## src/hdl/meta_store.v

```verilog
/*
 * Twelve-byte store for the metadata section, written byte by byte and read
 * back with registered data. Assumes one clock and a synchronous reset.
 */
`timescale 1ns/1ps
module meta_store (
   core_clk,
   sys_rst,
   wr_en,
   wr_idx,
   wr_data,
   rd_idx,
   rd_data
);
   input  wire       core_clk;
   input  wire       sys_rst;
   input  wire       wr_en;
   input  wire [3:0] wr_idx;
   input  wire [7:0] wr_data;
   input  wire [3:0] rd_idx;
   output reg  [7:0] rd_data;

   reg [7:0] mem_r [0:11];
   integer   i;

   always @(posedge core_clk) begin
      if (sys_rst) begin
         for (i = 0; i < 12; i = i + 1) begin
            mem_r[i] <= 8'h00;
         end
         rd_data <= 8'h00;
      end else begin
         if (wr_en && (wr_idx < 4'hC)) begin
            mem_r[wr_idx] <= wr_data;
         end
         rd_data <= (rd_idx < 4'hC) ? mem_r[rd_idx] : 8'h00;
      end
   end
endmodule // meta_store

```

## config.mk

```make
export PLATFORM = sky130hd
export DESIGN_NAME = meta_store
export DESIGN_NICKNAME = d
export VERILOG_FILES = /design/src/hdl/meta_store.v
export SDC_FILE = /design/constraint.sdc
export NUM_CORES = 1
export LEC_CHECK = 0
export BUFFER_PORTS_ARGS = -buffer_cell sky130_fd_sc_hd__buf_2
export CORE_MARGIN = 3
export CORE_UTILIZATION = 59
export DETAILED_ROUTE_END_ITERATION = 8
export PLACE_DENSITY = 0.82
export SLEW_MARGIN = 20
export SYNTH_ARGS = -nofsm -noshare
export SYNTH_HDL_FRONTEND = slang
export SYNTH_SLANG_ARGS = --single-unit
export TNS_END_PERCENT = 5
```

## constraint.sdc

```tcl
create_clock -name core_clk -period 2.2 [get_ports core_clk]
set_input_delay 0.44 -clock core_clk [delete_from_list [all_inputs] [get_ports core_clk]]
set_output_delay 0.44 -clock core_clk [all_outputs]
set_load 0.02 [all_outputs]
```

# Word-level counts from Yosys, hierarchy flattened
# Memories as Yosys holds them, arrays and structs flattened. A register that Yosys moved wholly into a read port is not among the register bits.
# Index checks and enable logic that the tools add are counted.
[classes] muxes=8 n_bitwise=1 n_reduce_logical=3 order_cmp=2
[op_table] cell="less-than comparator 4 bit, second input constant" n=2
[op_table] cell="2-to-1 mux 8 bit" n=1
[op_table] cell="OR reduction 8 bit" n=1
[op_table] cell="2-to-1 mux 1 bit" n=6
[op_table] cell="2-to-1 mux 4 bit" n=1
[op_table] cell="OR reduction 2 bit" n=1
[op_table] cell="logical AND 1 bit" n=1
[op_table] cell="inverter 1 bit" n=1
[totals] in_bits=19 word_cells=15 ramBits=96 regBits=0 n_memories=1
[memory_table] memory="mem_r" words=12 width=8 read_ports=1 rd_ports_with_merged_regs=1 wr=12 line_no="23" rtl="reg [7:0] mem_r [0:11];"

# Longest topological paths before layout
[logic_depth] ltp_word=7 mapped_depth=6 mapped_depth_nobuf=4

# Least setup slack after synthesis
# OpenSTA, ideal clock, no wires.
[synth_path] path_kind="in2reg" start="in wr_idx[3]" end="mem mem_r[0][0] (enable)" setup_time_ns=0.309 arrival_time_ns=1.492 path_buffers=0 cell_stages=3 slack_ns=0.399 cell_sequence="or4b_4 nor3_2 or2_2"
[synth_rtl] element="start: declaration" line_no="18" rtl="input wire [3:0] wr_idx;"
[synth_rtl] element="end: declaration" line_no="23"

# Worst setup path after layout
[layout_path] start="in rd_idx[0]" end="reg rd_data[0] (read register of mem_r)"
[layout_via] elab_chain_cells=3
[layout_lines] element="start: declaration" line_no="20" rtl="input wire [3:0] rd_idx;"
[layout_lines] element="less-than comparator 4 bit" line_no="36" rtl="rd_data <= (rd_idx < 4'hC) ? mem_r[rd_idx] : 8'h00;"
[layout_lines] element="inverter 1 bit (no line)"
[layout_lines] element="OR reduction 2 bit (no line)"
[layout_lines] element="end: declaration" line_no="21" rtl="output reg [7:0] rd_data;"
# Parallel ways exist; a longest one is shown, timed or not.

==> impl_metrics.yaml <==
status:
  status: "finished, final reports clean"
layout:
  utilization: 0.675
  num-fill-cells: 535
  final_cells: 467
  num-nets-final: 379
  fin_area_mm2: 0.00524
  drive_gt1_frac: 0.247
  n_antenna_cell: 0
  syn_to_final_growth_pct: 10.6
sta:
  max_freq_ghz: 0.615
  maxSlewViolCount: 0
  setup_viol: 0
  holdWs_ns: 0.487
  rsz0062_at_grt: "false"
  tns_ns: 0
  post-route-min-period_ns: 1.63
  tightest_slew_ns: 0.493
  maxSlewHeadroom: 0.669
  clock_skew_ns: 0.00746
  hold_viol_final: 0
  fin_ws_ns: 0.574
  finalCritPeriodShare: 0.739
pwr:
  peakVddDrop_v: 0.000384
  p_per_area_mw_per_mm2: 742
  power_mw: 3.89
  p_leak_nw: 1.93
drt:
  ant_nets: 0
  vias: 2700
  route.detailed.drc: 0
  firstDrtPassIters: 4
  routed_wl_mm: 9.90
  wl_per_cell_um: 21.2
  initialDrtViolationCount: 182
  via_per_inst: 5.78
die:
  initial_utilization: 0.610
  dieHeight_um: 95.6
  die_w_um: 95.6
  rows: 32
  coreArea_mm2: 0.00777
  dieArea_mm2: 0.00914
  io_pins: 27
run:
  drv_cap: 0
global_route:
  antenna_found_initial: 1
  grt_pass1_vias: 2752
  grt_pass1_wl_mm: 15.5
  grt_usage: 0.243
  gr-total-overflow: 0
  grt_max_degree: 22
placed_design:
  hpwl_mm: 6.98
  port_buffers: 26
  preCtsSetupSlack_ns: 0.209
  place_area_mm2: 0.00503
  gp_congestion: 0.884
  dp.cells: 451
cts:
  clockBufferDepth: 2
  cts_made_buffers: 9
  hold_buffers: 0
  h-tree-depth: 3
  clk_latency_ns: 0.36
  post_cts_buffers: 0
  clk_pin_slew_ns: 0.09
  cts_tree: "yes"
  clock-sinks: 104
  root_buffer: "clkbuf_8"
  cts_resized: 0
worst_setup_path:
  crit_required_ns: 2.44
  critical_path.max_fanout: 21
  cp.arrival_ns: 1.86
  cp-end-kind: "flop"
  path_class: "in -> reg"
  startpoint_type: "primary input"
synth:
  synth_top_area_cell: "edfxtp_1"
  synth_top_area_frac: 0.609
  ys_types: 27
  syn_area_per_cell_um2: 14.5
  synth_area_leaders: "edfxtp_1 61%, and2_1 13%, mux4_2 4.3%, dfxtp_1 3.4%, mux2i_1 2.5%"
  synth_cells: 326
  syn-cell-area_mm2: 0.00474
  yosysWarnings: 0
  ys_top_cells_by_count: "96 x and2_1, 96 x edfxtp_1, 12 x mux2i_1, 12 x or2_2"
  ys_seq_elements: 104
  async_reset_ff_frac: 0
  syn_nets: 345
  synth_edf_count: 96
  ys_seq_area_frac: 0.643
  synth_ff_type: "edfxtp_1"
worst_hold_path:
  hp-class: "in -> reg"
[cell families (layout without fill, tap and decap cells)]
kind of cell | Yosys count | in the layout | synth area share
buf+inv | 18 | 57 | 0.0203
mux | 35 | 35 | 0.114
simple gates | 142 | 142 | 0.184
compound gates | 27 | 27 | 0.0388
flops | 104 | 104 | 0.643
[layout make-up]
cell class / instances / area, µm² / area share
clock buffer: 12 / 135 / 0.0258
clock inverter: 4 / 70.1 / 0.0134
multi-input combinational: 204 / 1600 / 0.305
sequential: 104 / 3040 / 0.581
tap: 102 / 128 / 0.0244
timing repair buffer: 41 / 268 / 0.0511
[routing by layer]
layer  wire (µm)  vias to the layer above  global-route usage
met4         136                        2              0.0758
met2        4920                      112               0.395
met3         845                       13              0.0624
li1            -                     1257                   -
met5          13                        -                   0
met1        3980                     1316               0.324
[power breakdown]
part,internal (mW),switching (mW)
clock network,0.639,0.614
logic,0.135,0.197
registers,2.27,0.0362
[sequential cells by signal, indices dropped and copies added (netlist names)]
name     flops
mem_r       96
rd_data      8
[critical path: stages]
cell	delay [ns]
buf_2	0.32
buf_12	0.24
mux2_2	0.37
a22oi_1	0.34
a211oi_1	0.14
[cells in the final DEF, fill, tap and decap left out]
cell type | netlist | final
edfxtp_1 | 96 | 96
o31ai_1 | 5 | 5
nor2_1 | 10 | 10
nor3_2 | 1 | 1
nand2b_1 | 8 | 8
nor2_2 | 3 | 3
nor2b_1 | 1 | 1
o21ai_0 | 6 | 6
mux2_2 | 10 | 10
and2_1 | 96 | 96
a22oi_1 | 5 | 5
mux4_2 | 9 | 9
or2_2 | 12 | 12
nand2_1 | 4 | 4
dfxtp_1 | 8 | 8
mux4_1 | 4 | 4
a211oi_1 | 5 | 5
buf_12 | 0 | 2
nor3b_1 | 1 | 1
a221oi_1 | 3 | 3
clkbuf_8 | 0 | 9
or4b_4 | 1 | 1
nand4bb_1 | 2 | 2
buf_4 | 0 | 13
nor3_1 | 3 | 3
buf_2 | 5 | 26
mux2i_1 | 12 | 12
clkinv_2 | 0 | 2
bufinv_16 | 0 | 2
a21oi_1 | 3 | 3
clkbuf_1 | 10 | 3
[final timing paths]
kind	startpoint	endpoint	slack, ns	cells past startpoint
worst max register to register	mem_r[10][4]$_SDFFCE_PN0P_	rd_data[4]$_SDFF_PP0_	0.81	4
worst min register to register	mem_r[9][3]$_SDFFCE_PN0P_	rd_data[3]$_SDFF_PP0_	0.74	4
worst min-delay path	rd_idx[2]	rd_data[3]$_SDFF_PP0_	0.49	2
worst max-delay path	rd_idx[0]	rd_data[0]$_SDFF_PP0_	0.57	5
(Power assumes the default switching activity.)
